[src/serial_tx_ch2_pkg.sv]
// constants, register map and types of the channel 2 transmit slot logic
package serial_tx_ch2_pkg;

  localparam logic [7:0] CH2_CFG_ADDR  = 8'h1f;
  localparam logic [7:0] PIN_SEL_ADDR  = 8'h1d;
  localparam logic [7:0] FORMAT_ADDR   = 8'h40;
  localparam logic [7:0] STATUS_ADDR   = 8'h41;

  localparam logic [7:0] CH2_CFG_RESET = 8'h21;
  localparam logic [7:0] PIN_SEL_RESET = 8'h00;
  localparam logic [7:0] FORMAT_RESET  = 8'h0c;

  localparam logic [7:0] CH2_CFG_WMASK = 8'h3f;
  localparam int         CH2_EN_BIT    = 5;
  localparam int         SLOT_LSB      = 0;
  localparam int         SLOT_W        = 5;
  localparam int         HALF_BIT      = 4;
  localparam int         CH2_PIN_BIT   = 1;
  localparam int         FMT_LSB       = 0;
  localparam int         WL_LSB        = 2;
  localparam int         STAT_FRAME    = 0;
  localparam int         STAT_FULL     = 1;
  localparam int         STAT_UNDERRUN = 2;

  localparam int         SAMPLE_BITS   = 32;
  localparam int         FIFO_DEPTH    = 16;
  localparam int         IDX_W         = 11;

  typedef enum logic [1:0] {
    FMT_TDM = 2'h0,
    FMT_I2S = 2'h1,
    FMT_LJ  = 2'h2
  } frame_format_t;

  typedef enum logic [1:0] {
    LINK_WAIT  = 2'b01,
    LINK_FRAME = 2'b10
  } link_state_t;

  // word length code to slot width in bit clocks
  function automatic logic [5:0] word_bits(input logic [1:0] code);
    case (code)
      2'h0:    word_bits = 6'h10;
      2'h1:    word_bits = 6'h14;
      2'h2:    word_bits = 6'h18;
      default: word_bits = 6'h20;
    endcase
  endfunction : word_bits

endpackage : serial_tx_ch2_pkg

[src/sample_fifo_if.sv]
// valid/ready carrier between the slot logic and its sample fifo
`timescale 1ns/1ps
interface sample_fifo_if #(parameter int WIDTH = 32);
  logic             in_valid;
  logic             in_ready;
  logic [WIDTH-1:0] in_data;
  logic             out_valid;
  logic             out_ready;
  logic [WIDTH-1:0] out_data;

  modport fifo (input in_valid, input in_data, input out_ready,
                output in_ready, output out_valid, output out_data);
  modport user (output in_valid, output in_data, output out_ready,
                input in_ready, input out_valid, input out_data);
endinterface : sample_fifo_if

[src/sample_fifo.sv]
// synchronous sample fifo with registered input ready
`timescale 1ns/1ps
module sample_fifo #(
  parameter int WIDTH = 32,
  parameter int DEPTH = 16
) (
  input  wire logic   clk_sys,
  input  wire logic   rst_n,
  sample_fifo_if.fifo port
);
  import serial_tx_ch2_pkg::*;

  localparam int AW = $clog2(DEPTH);
  localparam logic [AW:0]   DEPTH_C = (AW+1)'(DEPTH);
  localparam logic [AW-1:0] LAST_C  = AW'(DEPTH - 1);

  typedef struct packed {
    logic [DEPTH-1:0][WIDTH-1:0] mem;
    logic [AW-1:0]               wr_ptr;
    logic [AW-1:0]               rd_ptr;
    logic [AW:0]                 count;
    logic                        in_ready;
  } fifo_state_t;

  fifo_state_t st;
  fifo_state_t next_st;
  logic        push;
  logic        pop;

  assign port.out_valid = (st.count != '0);
  assign port.out_data  = st.mem[st.rd_ptr];
  assign port.in_ready  = st.in_ready;

  always_comb begin
    next_st = st;
    push    = port.in_valid && st.in_ready;
    pop     = port.out_ready && (st.count != '0);
    if (push) begin
      next_st.mem[st.wr_ptr] = port.in_data;
      next_st.wr_ptr = (st.wr_ptr == LAST_C) ? '0 : st.wr_ptr + 1'b1;
    end
    if (pop) begin
      next_st.rd_ptr = (st.rd_ptr == LAST_C) ? '0 : st.rd_ptr + 1'b1;
    end
    next_st.count    = st.count + {{AW{1'b0}}, push} - {{AW{1'b0}}, pop};
    // ready is a flop fed from the next count, so the source sees full in the same cycle, never late
    next_st.in_ready = (next_st.count < DEPTH_C);
  end

  always_ff @(posedge clk_sys) begin
    if (!rst_n) begin
      st          <= '0;
      st.in_ready <= 1'b1;
    end else begin
      st <= next_st;
    end
  end
endmodule : sample_fifo

[src/serial_tx_ch2.sv]
// channel 2 transmit configuration register and slot placement on the serial port
`timescale 1ns/1ps
// What this block does
// - 8-bit config register 0x1f, resets 0x21
// - bits 7-6 reserved, written zero, read zero
// - enable bit 5 low tri-states channel 2
// - enable high sends microphone channel 2 samples
// - 5-bit slot select, resets to slot 1
// - values 0-15: TDM slot, left half slot
// - values 16-31: TDM slot, right slot minus 16
// - pin-select bit 1 routes to first/second pin
module serial_tx_ch2 #(
  parameter int SAMPLE_W = serial_tx_ch2_pkg::SAMPLE_BITS,
  parameter int DEPTH    = serial_tx_ch2_pkg::FIFO_DEPTH
) (
  input  wire logic                clk_sys,
  input  wire logic                rst_n,
  input  wire logic [7:0]          reg_addr,
  input  wire logic [7:0]          reg_wdata,
  input  wire logic                reg_write,
  input  wire logic                reg_read,
  output logic      [7:0]          reg_rdata,
  input  wire logic                bclk,
  input  wire logic                fsync,
  input  wire logic [SAMPLE_W-1:0] sample_data,
  input  wire logic                sample_valid,
  output logic                     sample_ready,
  output logic                     first_data_output,
  output logic                     first_data_output_oe,
  output logic                     second_data_output,
  output logic                     second_data_output_oe
);
  import serial_tx_ch2_pkg::*;

  typedef struct packed {
    logic [7:0]       ch2_cfg;
    logic             channel2_pin_select;
    logic [1:0]       fmt;
    logic [1:0]       wl_code;
    logic [7:0]       rdata;
    logic             bclk_s1;
    logic             bclk_s2;
    logic             bclk_d;
    logic             fsync_s1;
    logic             fsync_s2;
    logic             fsync_prev;
    link_state_t      state;
    logic [IDX_W-1:0] count;
    logic [IDX_W-1:0] period;
    logic             half;
    logic [SAMPLE_W-1:0] word;
    logic             underrun;
    logic             pop;
    logic             out1;
    logic             out1_oe;
    logic             out2;
    logic             out2_oe;
  } tx_state_t;

  tx_state_t st;
  tx_state_t next_st;

  sample_fifo_if #(.WIDTH(SAMPLE_W)) fifo_link ();

  sample_fifo #(
    .WIDTH (SAMPLE_W),
    .DEPTH (DEPTH)
  ) u_fifo (
    .clk_sys (clk_sys),
    .rst_n   (rst_n),
    .port    (fifo_link.fifo)
  );

  assign fifo_link.in_valid  = sample_valid;
  assign fifo_link.in_data   = sample_data;
  assign fifo_link.out_ready = st.pop;
  assign sample_ready        = fifo_link.in_ready;

  assign reg_rdata             = st.rdata;
  assign first_data_output     = st.out1;
  assign first_data_output_oe  = st.out1_oe;
  assign second_data_output    = st.out2;
  assign second_data_output_oe = st.out2_oe;

  // decoded configuration and link edges
  logic                channel2_output_enable;
  logic [SLOT_W-1:0]   channel2_slot_select;
  logic                rise;
  logic                fall;
  logic                frame_event;
  logic [IDX_W-1:0]    lead_idx;
  logic                lead_half;
  logic [5:0]          wl;
  logic [SLOT_W-1:0]   slot_eff;
  logic [IDX_W-1:0]    slot_start;
  logic [IDX_W:0]      slot_end;
  logic                half_ok;
  logic                active;
  logic [4:0]          bitpos;
  logic [SAMPLE_W-1:0] load_word;
  logic                tx_bit;

  assign channel2_output_enable = st.ch2_cfg[CH2_EN_BIT];
  assign channel2_slot_select   = st.ch2_cfg[SLOT_LSB +: SLOT_W];
  assign rise = st.bclk_s2 && !st.bclk_d;
  assign fall = !st.bclk_s2 && st.bclk_d;
  assign wl   = word_bits(st.wl_code);

  always_comb begin
    // tdm marks a frame on the rising fsync, i2s and lj on either edge
    if (st.fmt == FMT_I2S || st.fmt == FMT_LJ) begin
      frame_event = (st.fsync_s2 != st.fsync_prev);
    end else begin
      frame_event = st.fsync_s2 && !st.fsync_prev;
    end
    // lj puts the msb on the fsync edge itself, so it is sent one bit ahead
    if (st.fmt == FMT_LJ && (st.count + 1'b1 == st.period)) begin
      lead_idx  = '0;
      lead_half = !st.half;
    end else if (st.fmt == FMT_LJ) begin
      lead_idx  = st.count + 1'b1;
      lead_half = st.half;
    end else begin
      lead_idx  = st.count;
      lead_half = st.half;
    end
  end

  always_comb begin
    if (st.fmt == FMT_I2S || st.fmt == FMT_LJ) begin
      slot_eff = {1'b0, channel2_slot_select[HALF_BIT-1:0]};
      half_ok  = (lead_half == channel2_slot_select[HALF_BIT]);
    end else begin
      slot_eff = channel2_slot_select;
      half_ok  = 1'b1;
    end
    // widen before the product so slot 31 of 32-bit slots does not wrap
    slot_start = IDX_W'(slot_eff) * IDX_W'(wl);
    slot_end   = {1'b0, slot_start} + {{(IDX_W-5){1'b0}}, wl};
    active     = (st.state == LINK_FRAME) && half_ok &&
                 (lead_idx >= slot_start) && ({1'b0, lead_idx} < slot_end);
    bitpos     = 5'(lead_idx - slot_start);
    load_word  = fifo_link.out_valid ? fifo_link.out_data : '0;
    tx_bit     = (bitpos == 5'h00) ? load_word[SAMPLE_W-1]
                                   : st.word[SAMPLE_W-1-bitpos];
  end

  always_comb begin
    next_st     = st;
    next_st.pop = 1'b0;
    // synchronisers: the first stage feeds only the second
    next_st.bclk_s1  = bclk;
    next_st.bclk_s2  = st.bclk_s1;
    next_st.bclk_d   = st.bclk_s2;
    next_st.fsync_s1 = fsync;
    next_st.fsync_s2 = st.fsync_s1;

    // register port
    if (reg_write) begin
      if (reg_addr == CH2_CFG_ADDR) begin
        next_st.ch2_cfg = reg_wdata & CH2_CFG_WMASK;
      end else if (reg_addr == PIN_SEL_ADDR) begin
        next_st.channel2_pin_select = reg_wdata[CH2_PIN_BIT];
      end else if (reg_addr == FORMAT_ADDR) begin
        next_st.fmt     = reg_wdata[FMT_LSB +: 2];
        next_st.wl_code = reg_wdata[WL_LSB +: 2];
      end
    end
    next_st.rdata = 8'h00;
    if (reg_read) begin
      if (reg_addr == CH2_CFG_ADDR) begin
        next_st.rdata = st.ch2_cfg;
      end else if (reg_addr == PIN_SEL_ADDR) begin
        next_st.rdata[CH2_PIN_BIT] = st.channel2_pin_select;
      end else if (reg_addr == FORMAT_ADDR) begin
        next_st.rdata[FMT_LSB +: 2] = st.fmt;
        next_st.rdata[WL_LSB +: 2]  = st.wl_code;
      end else if (reg_addr == STATUS_ADDR) begin
        next_st.rdata[STAT_FRAME]    = (st.state == LINK_FRAME);
        next_st.rdata[STAT_FULL]     = !fifo_link.in_ready;
        next_st.rdata[STAT_UNDERRUN] = st.underrun;
        next_st.underrun             = 1'b0;
      end
    end

    // frame tracking on bit clock rising edges
    if (rise) begin
      next_st.fsync_prev = st.fsync_s2;
      if (frame_event) begin
        next_st.count  = '0;
        next_st.period = st.count + 1'b1;
        next_st.half   = (st.fmt == FMT_LJ) ? !st.fsync_s2 : st.fsync_s2;
        case (st.state)
          LINK_WAIT:  next_st.state = LINK_FRAME;
          LINK_FRAME: next_st.state = LINK_FRAME;
          default:    next_st.state = LINK_WAIT;
        endcase
      end else begin
        next_st.count = st.count + 1'b1;
      end
    end

    // launch on falling edges so the host samples a settled bit
    if (fall) begin
      next_st.out1    = 1'b0;
      next_st.out2    = 1'b0;
      next_st.out1_oe = 1'b0;
      next_st.out2_oe = 1'b0;
      if (channel2_output_enable && active) begin
        if (bitpos == 5'h00) begin
          next_st.word = load_word;
          next_st.pop  = fifo_link.out_valid;
          if (!fifo_link.out_valid) begin
            next_st.underrun = 1'b1;
          end
        end
        if (st.channel2_pin_select) begin
          next_st.out2    = tx_bit;
          next_st.out2_oe = 1'b1;
        end else begin
          next_st.out1    = tx_bit;
          next_st.out1_oe = 1'b1;
        end
      end
    end
    // a disabled channel lets go of both pins at once
    if (!channel2_output_enable) begin
      next_st.out1_oe = 1'b0;
      next_st.out2_oe = 1'b0;
    end
  end

  always_ff @(posedge clk_sys) begin
    if (!rst_n) begin
      st                     <= '0;
      st.ch2_cfg             <= CH2_CFG_RESET;
      st.channel2_pin_select <= PIN_SEL_RESET[CH2_PIN_BIT];
      st.fmt                 <= FORMAT_RESET[FMT_LSB +: 2];
      st.wl_code             <= FORMAT_RESET[WL_LSB +: 2];
      st.state               <= LINK_WAIT;
    end else begin
      st <= next_st;
    end
  end
endmodule : serial_tx_ch2

[config.mk]
export PLATFORM = sky130hd
export DESIGN_NAME = serial_tx_ch2
export DESIGN_NICKNAME = d
export VERILOG_FILES = /design/src/serial_tx_ch2_pkg.sv /design/src/sample_fifo_if.sv /design/src/sample_fifo.sv /design/src/serial_tx_ch2.sv
export SDC_FILE = /design/constraint.sdc
export NUM_CORES = 1
export LEC_CHECK = 0
export ABC_CLOCK_PERIOD_IN_PS = 6100
export BUFFER_PORTS_ARGS = -buffer_cell sky130_fd_sc_hd__buf_2
export CELL_PAD_IN_SITES_DETAIL_PLACEMENT = 0
export CELL_PAD_IN_SITES_GLOBAL_PLACEMENT = 2
export CORE_ASPECT_RATIO = 1.2
export CORE_MARGIN = 2
export CORE_UTILIZATION = 38
export CTS_CLUSTER_DIAMETER = 60
export DETAILED_ROUTE_END_ITERATION = 12
export GPL_TIMING_DRIVEN = 0
export MAX_ROUTING_LAYER = met4
export PLACE_DENSITY = 0.83
export SLEW_MARGIN = 20
export SYNTH_ARGS = -nofsm -noshare
export SYNTH_HDL_FRONTEND = slang
export SYNTH_HIERARCHICAL = 1
export SYNTH_SLANG_ARGS = --single-unit
export TNS_END_PERCENT = 20
[constraint.sdc]
create_clock -name clk_sys -period 6.1 [get_ports clk_sys]
set_clock_uncertainty 0.05 [all_clocks]
set_input_delay 0.915 -clock clk_sys [delete_from_list [all_inputs] [get_ports clk_sys]]
set_output_delay 0.915 -clock clk_sys [all_outputs]
set_load 0.01 [all_outputs]
==> key figures, run 1 <==
STA
  • Final Hold Vio Count: 0
  • Slew Limit Fails: 0
  • Final critical-path setup slack: between 0.4 and 0.5 ns
  • Max Fclk: approximately 180 MHz
  • Fin crit period: 5.65 ns
  • Setup TNS Final: 0 ns
  • Final period utilization: roughly 93%
  • Max_slew headroom: between 20 and 30%
  • RSZ-0062 raised after global routing: false
  • Hold WS: ~0.38 ns
  • Worst-margin pin slew: approximately 1.1 ns
  • Setup violators final: 0

Clock tree
  • CTS H-tree lvls: 3
  • Clk slew on worst S/H paths: approximately 0.060 ns
  • CTS tree: done
  • Maximum clock path buffer count: 3
  • Clock latency on the worst-skew pair: ~0.62 ns
  • Sink Count: approximately 600
  • Clock root buffer: clkbuf_16
  • TritonCTS buffer count: 71

Global routing
  • Initial antenna violation count: 3
  • M2 GR Usage: about 44%
  • Vias in the first global route: 24000
  • Grt met3 use: roughly 3.3%
  • First-pass GRT wire length: 154000 um
  • Gr busiest metal: met2
  • Congestion Overflow GR: 0
  • GRT Util Overall: between 20% and 30%
  • Met1 Use GR: between 30% and 40%
  • Largest net degree at the start of global routing: 14

Setup path
  • Critical Path End Type: flip-flop
  • Startpoint Class: flip-flop
  • Slowest-stage cell, CP: fa_1
  • Cells along the critical path: nor2b_1 > nand3_1 > fa_1 > fa_1 > inv_1 > ha_1 > ha_1 > nor2b_1 > o21ai_0 > nand2_1 > xnor2_1 > nor3_1 > xnor2_1 > ha_1 > a2111oi_0 > a21oi_1 > o22ai_1 > nand4b_2 > buf_6 > buf_6 > nand3_2 > o21ai_1
  • CP delay by family, top: adder cells
  • CP required: between 6 and 7 ns
  • Delay of the slowest critical-path stage: around 0.49 ns
  • Most frequent CP cell: ha_1
  • Crit Path Class: flip-flop to flip-flop
  • Worst path bufs/invs: 3
  • Arrival time of the worst setup path: 6.08 ns
  • Max FO, Critical Path: 10

Routing
  • Vias post-DR: between 20000 and 25000
  • Drt via density: between 5 and 6
  • Routed WL: a little over 100000 um
  • Drt wl/cell: 22.3 um
  • Antenna viol nets, final: 0
  • Initial detailed-routing violation count: roughly 1700
  • DRC Markers: 0
  • Pre-antenna DRT Iters: 5

Pwr
  • Pwr/cell area: roughly 280 nW/um2
  • Lkg Pwr: about 0.012 uW
  • Max VDD drop: around 0.00021 V

Synth
  • Post-synth EDFFs: 0
  • Syn. warnings: 6
  • Async SR Flop Fraction: 0%
  • Mapped cell area: 29700 um2
  • Register bit total from synthesis: roughly 610
  • Sequential element share of the synthesized area: between 40% and 50%
  • Synth cell types: 76
  • Mapped Avg Cell Area: 8.72 um2
  • Synth Flop Type: dfxtp_1
  • Post-synthesis instance total: approximately 3400

Floorplan
  • Initial Utilization: between 30% and 40%
  • Die width: between 200 and 300 um
  • Die H: between 300 and 400 um
  • I/O Pins: 68
  • Core Area: between 70000 and 80000 um2
  • Die footprint: just over 80000 um2
  • Core Rows: 112

Placed design
  • Routability cong.: between 0.8 and 0.9
  • HPWL after detailed placement: 75400 um
  • Number of buffers added on ports: 28
  • Pre-CTS setup slack: around 0.21 ns

Run status
  • Status: completed

Flow run
  • Max-capacitance violation count: 0

Final layout
  • Nets: between 3000 and 4000
  • Synthesis-to-finish area growth: 12.9%
  • Fill cell count: 7906
  • Share of cells above drive strength 1: 13.4%

Min path
  • Hold Crit Class: flip-flop to flip-flop
## final cells by class
cell class | count | area [um2] | area share [%]
sequential | 612 | 12300 | 36.5
antenna | 3 | 7.51 | 0.0224
multi-input combinational | 2428 | 15800 | 47.2
timing repair buffer | 28 | 140 | 0.418
clock buffer | 106 | 2110 | 6.29
tap | 1026 | 1280 | 3.83
inverter | 44 | 165 | 0.492
clock inverter | 21 | 280 | 0.835
buffer | 326 | 1490 | 4.44
## flip-flops by register name (all words and copies together), names as in the netlist, 3 cells and up
name	flops
reg_rdata	6
st	66
channel2_slot_select	5
u_fifo/st	525
next_st	3
## repair_timing
item | 4_1_cts | 5_1_grt
hold buffers | 0 | 0
resized for setup | 0 | 4
endpoints found under the hold margin | 0 | 0
endpoints found under the setup margin | 0 | 38
setup buffers | 0 | 0
## layer usage
layer	part of all wire, %	vias to the layer above
met2	49	623
met5	0	-
li1	-	11700
met4	3.3	0
met1	43	11900
met3	4.8	171
## synth_stat cells (all sizes together), types with 4 or more instances
library cell	n	area (um2)
nor3b	6	45.0
or3	4	25.0
xnor2	31	272
and3	12	75.1
xor2	25	219
dfxtp	612	12300
o21a	5	37.5
o211a	9	90.1
fa	8	160
nand2b	12	75.1
o21ai	65	370
clkbuf	186	699
or2	5	31.3
mux2i	13	130
nor3	13	90.1
and2	33	206
nand2	1095	4110
a22oi	8	60.1
nor4	6	43.8
nor2	90	355
nand4	5	37.5
inv	44	165
buf	140	788
a211oi	5	42.5
nand3	104	721
nor2b	20	125
a21oi	29	149
a21o	4	30.0
ha	52	651
o22ai	69	432
mux4	128	2880
and4	5	43.8
a21boi	525	3940
## worst paths after layout
path,to,slack (ns),from,cells past startpoint
setup / recovery,st[27]$_SDFFE_PN0P_,0.45,st[77]$_SDFFE_PN1P_,22
hold / removal,st[64]$_SDFF_PN0_,0.38,next_st[64]$_SDFF_PN0_,1
setup reg to reg,st[27]$_SDFFE_PN0P_,0.45,st[77]$_SDFFE_PN1P_,22
hold reg to reg,st[64]$_SDFF_PN0_,0.38,next_st[64]$_SDFF_PN0_,1
## cell usage in the layout (no fill, tap or decap), types with 13 or more instances in the layout
master | netlist | layout
buf_4 | 19 | 19
buf_2 | 111 | 139
o21ai_0 | 33 | 33
and2_1 | 33 | 33
clkbuf_1 | 185 | 202
clkbuf_16 | 0 | 74
nand2_1 | 1095 | 1095
a21boi_1 | 316 | 316
xnor2_1 | 31 | 31
clkbuf_8 | 0 | 14
ha_1 | 52 | 52
xor2_1 | 25 | 25
o21ai_1 | 20 | 20
a21boi_0 | 209 | 209
nand3_1 | 67 | 67
mux4_2 | 128 | 128
nand3_2 | 35 | 35
dfxtp_1 | 612 | 612
mux2i_1 | 13 | 13
nor2_1 | 83 | 83
inv_1 | 44 | 44
nor2b_1 | 20 | 19
a21oi_1 | 28 | 28
o22ai_1 | 69 | 69
## metrics by stage
stage | total power [uW] | util (%) | instances | instance area (um2)
after floorplan | 4740 | - | 3410 | 29700
after global placement | 5050 | 40.1 | 4464 | 31200
after detailed placement | 5050 | 40.1 | 4464 | 31200
after CTS | 9480 | 43.2 | 4591 | 33500
after global routing | 9700 | 43.2 | 4594 | 33600
final | 9390 | 43.2 | 4594 | 33600
## worst reg2reg max path, delay by kind of cell (launching register included)
family,cells,cell delay [ns]
simple gates,7,1.19
buf+inv,3,0.40
compound gates,5,1.03
flops,1,0.47
fa+ha+maj,5,1.77
xor+xnor,2,0.58
## report_power, final
group	total, uW	internal [uW]	leakage, uW	switching [uW]
Sequential	4150	4080	0.00494	67.1
Combinational	823	275	0.00548	549
Clock	4420	2620	0.00117	1790
## kinds of logic (layout without fill, tap and decap cells)
kind of cell	Yosys count	in the layout	synth area share, %
adders and majority gates	60	60	2.73
and+or+nand+nor	1421	1421	20.5
xor gates and xnor gates	56	56	1.65
muxes	143	143	10.2
buffers and inverters	370	525	5.56
other	2	6	0.0253
AOI/OAI and AO/OA	745	745	18.1
DFF	612	612	41.2
(Power assumes the default switching activity.)
==> inputs of run 2 (changes only) <==
--- a/config.mk
+++ b/config.mk
@@ -16,7 +16,7 @@
 export DETAILED_ROUTE_END_ITERATION = 12
 export GPL_TIMING_DRIVEN = 0
 export MAX_ROUTING_LAYER = met4
-export PLACE_DENSITY = 0.83
+export PLACE_DENSITY = 0.74
 export SLEW_MARGIN = 20
 export SYNTH_ARGS = -nofsm -noshare
 export SYNTH_HDL_FRONTEND = slang
==> run 2 against run 1 <==
Net effect: largest cell class unchanged; via count down 2.4%; largest power group unchanged; sequential share of layout area about the same; clock-buffer cell count down 5; first-iteration DRC count down 32%; final area about the same; sequential power about the same; die area unchanged; final cell count down 0.17%; maximum frequency up 0.87%; critical endpoint is now st[22]$_SDFFE_PN0P_; global-route usage down 1.6 points; utilization about the same; critical path depth unchanged.
==> key figures, run 2 (synthesis gave the netlist of run 1 again) <==
Flow run
  • Max-capacitance violation count: 0

STA
  • Max_slew headroom: ~42%
  • Final critical-path setup slack: between 0.4 and 0.5 ns
  • Final Hold Vio Count: 0
  • Worst-margin pin slew: 0.859 ns
  • RSZ-0062 raised after global routing: false
  • Final period utilization: 91.8%
  • Max Fclk: 179 MHz
  • Setup violators final: 0
  • Slew Limit Fails: 0
  • Fin crit period: around 5.6 ns

Pwr
  • Total Power: ~9300 uW
  • Lkg Pwr: about 0.012 uW
  • Max VDD drop: ~0.00019 V
  • Pwr/cell area: approximately 280 nW/um2

Clock tree
  • Setup Fix Bufs, Post-CTS: 0
  • Clk slew on worst S/H paths: 0.05 ns
  • Post_cts resized: 0
  • Maximum clock path buffer count: 3
  • Clock latency on the worst-skew pair: 0.62 ns
  • Post-CTS Hold Fix Bufs: 0
  • Sink Count: a little over 600
  • TritonCTS buffer count: roughly 70
  • CTS tree: done
  • Clock root buffer: clkbuf_16
  • CTS H-tree lvls: 3

Floorplan
  • Die width: around 260 um
  • Die footprint: about 80000 um2
  • Core Area: between 70000 and 80000 um2
  • Die H: 310 um
  • Core Rows: 112
  • I/O Pins: 68
  • Initial Utilization: about two fifths

Setup path
  • CP delay by family, top: adder cells
  • CP required: 6.53 ns
  • Arrival time of the worst setup path: about 6 ns
  • R2R cell count: 22
  • Cells along the critical path: nor2b_2 > nand3_1 > fa_1 > fa_1 > inv_1 > ha_1 > ha_1 > nor2b_1 > o21ai_0 > nand2_1 > xnor2_2 > nor3_1 > xnor2_1 > ha_1 > a2111oi_0 > a21oi_1 > o22ai_1 > nand4b_2 > buf_6 > buf_6 > nand3_2 > o21ai_1
  • Most frequent CP cell: ha_1
  • Critical Path End Type: flip-flop
  • Crit Path Class: flip-flop to flip-flop
  • Slowest-stage cell, CP: dfxtp_1
  • R2r endpoint: st[22]$_SDFFE_PN0P_
  • Worst path bufs/invs: 3
  • Startpoint Class: flip-flop
  • Max FO, Critical Path: 10
  • Delay of the slowest critical-path stage: 0.50 ns
  • R2R setup slack: roughly 0.5 ns
  • R2r startpoint: st[77]$_SDFFE_PN1P_

Final layout
  • Most common cell after layout, fill and taps aside: nand2_1
  • Synthesis-to-finish area growth: 12.8%
  • Max reg flops: 525
  • Fill cell count: about 7900
  • Share of cells above drive strength 1: a little over an eighth
  • Nets: 3626
  • Antenna diode count: 0
  • Largest register by flop count: u_fifo/st
  • Most frequent cells in the layout: 1095 x nand2_1, 612 x dfxtp_1, 316 x a21boi_1, 209 x a21boi_0, 198 x clkbuf_1

Routing
  • Vias post-DR: around 24000
  • Pre-antenna DRT Iters: 6
  • Antenna viol nets, final: 0
  • Routed WL: around 96000 um
  • Initial detailed-routing violation count: ~1200
  • Drt wl/cell: approximately 21 um
  • Drt via density: roughly 5.2
  • DRC Markers: 0

Placed design
  • Pre-CTS setup slack: 0.166 ns
  • HPWL after detailed placement: slightly below 80000 um
  • Number of buffers added on ports: 28
  • Routability cong.: between 0.8 and 0.9

Global routing
  • GRT Util Overall: 24.7%
  • Vias in the first global route: ~24000
  • Largest net degree at the start of global routing: 14
  • Congestion Overflow GR: 0
  • Initial antenna violation count: 2
  • First-pass GRT wire length: 146000 um

Min path
  • Hold Path Cell Cnt: 1
  • Worst hold start: next_st[64]$_SDFF_PN0_
  • Hold endpoint: st[64]$_SDFF_PN0_
  • Hold Crit Class: flip-flop to flip-flop

Run status
  • Status: completed
==> run 2: cell types whose count changed in the layout (fill, tap and decap cells not counted), sizes merged <==
cell / change
clkbuf: -5
clkinv: +4
diode: -3
inv: -3
clkinvlp: -1
==> run 2: worst max-delay path by stage <==
stage / start / end / slack (ns) / depth (start not counted)
after floorplan: st[78]$_SDFFE_PN1P_ / st[19]$_SDFFE_PN0P_ / 1.19 / 22
after global placement: st[78]$_SDFFE_PN1P_ / st[21]$_SDFFE_PN0P_ / -0.15 / 20
after detailed placement: st[78]$_SDFFE_PN1P_ / st[27]$_SDFFE_PN0P_ / 0.17 / 20
after CTS: st[78]$_SDFFE_PN1P_ / st[24]$_SDFFE_PN0P_ / 0.14 / 20
after global routing: st[77]$_SDFFE_PN1P_ / st[24]$_SDFFE_PN0P_ / 0.04 / 22
final: st[77]$_SDFFE_PN1P_ / st[22]$_SDFFE_PN0P_ / 0.50 / 22
==> run 2: worst reg2reg max path: stages (launching register included) <==
cell       delay (ns)
dfxtp_1          0.50
nor2b_2          0.31
nand3_1          0.14
fa_1             0.49
fa_1             0.49
inv_1            0.04
ha_1             0.27
ha_1             0.33
nor2b_1          0.15
o21ai_0          0.22
nand2_1          0.14
xnor2_2          0.31
nor3_1           0.11
xnor2_1          0.15
ha_1             0.22
a2111oi_0        0.43
a21oi_1          0.13
o22ai_1          0.28
nand4b_2         0.20
buf_6            0.20
buf_6            0.17
nand3_2          0.08
o21ai_1          0.06
==> run 2: power by group <==
| group | internal, uW | leakage, uW | switching [uW] |
|---|---|---|---|
| clock | 2600 | 0.00116 | 1750 |
| sequential | 4080 | 0.00494 | 65.5 |
| combinational | 274 | 0.00548 | 522 |
==> run 2: final cells by class <==
type                            instances  area, um2  share of cell area (%)
Clock inverter                         21        258                   0.769
Multi-Input combinational cell       2428      15800                    47.3
Clock buffer                          101       2090                    6.24
Inverter                               44        165                   0.493
Buffer                                326       1490                    4.44
Sequential cell                       612      12300                    36.5
Timing Repair Buffer                   28        140                   0.418
Tap cell                             1026       1280                    3.83
==> run 2: per-stage QoR <==
| step | instance area, um2 | utilization (%) | hold slack, ns | instances | setup TNS [ns] |
|---|---|---|---|---|---|
| 6_report | 33500 | 43.2 | 0.379 | 4586 | 0 |
| 5_1_grt | 33500 | 43.2 | 0.405 | 4586 | 0 |
| 4_1_cts | 33500 | 43.2 | 0.381 | 4586 | 0 |
| 3_5_place_dp | 31200 | 40.1 | 0.370 | 4464 | 0 |
| 3_3_place_gp | 31200 | 40.1 | 0.371 | 4464 | -3.13 |
| 2_1_floorplan | 29700 | - | 0.362 | 3410 | 0 |
==> run 2: per-layer routing <==
layer / vias up / GRT usage, % / wire, um / part of all wire, %
met1: 11500 / 28.7 / 40100 / 42
met2: 463 / 44.8 / 49600 / 52
met5: - / - / 0 / 0
li1: 11700 / - / - / -
met4: 0 / 7.78 / 2590 / 2.7
met3: 124 / 2.48 / 3490 / 3.6
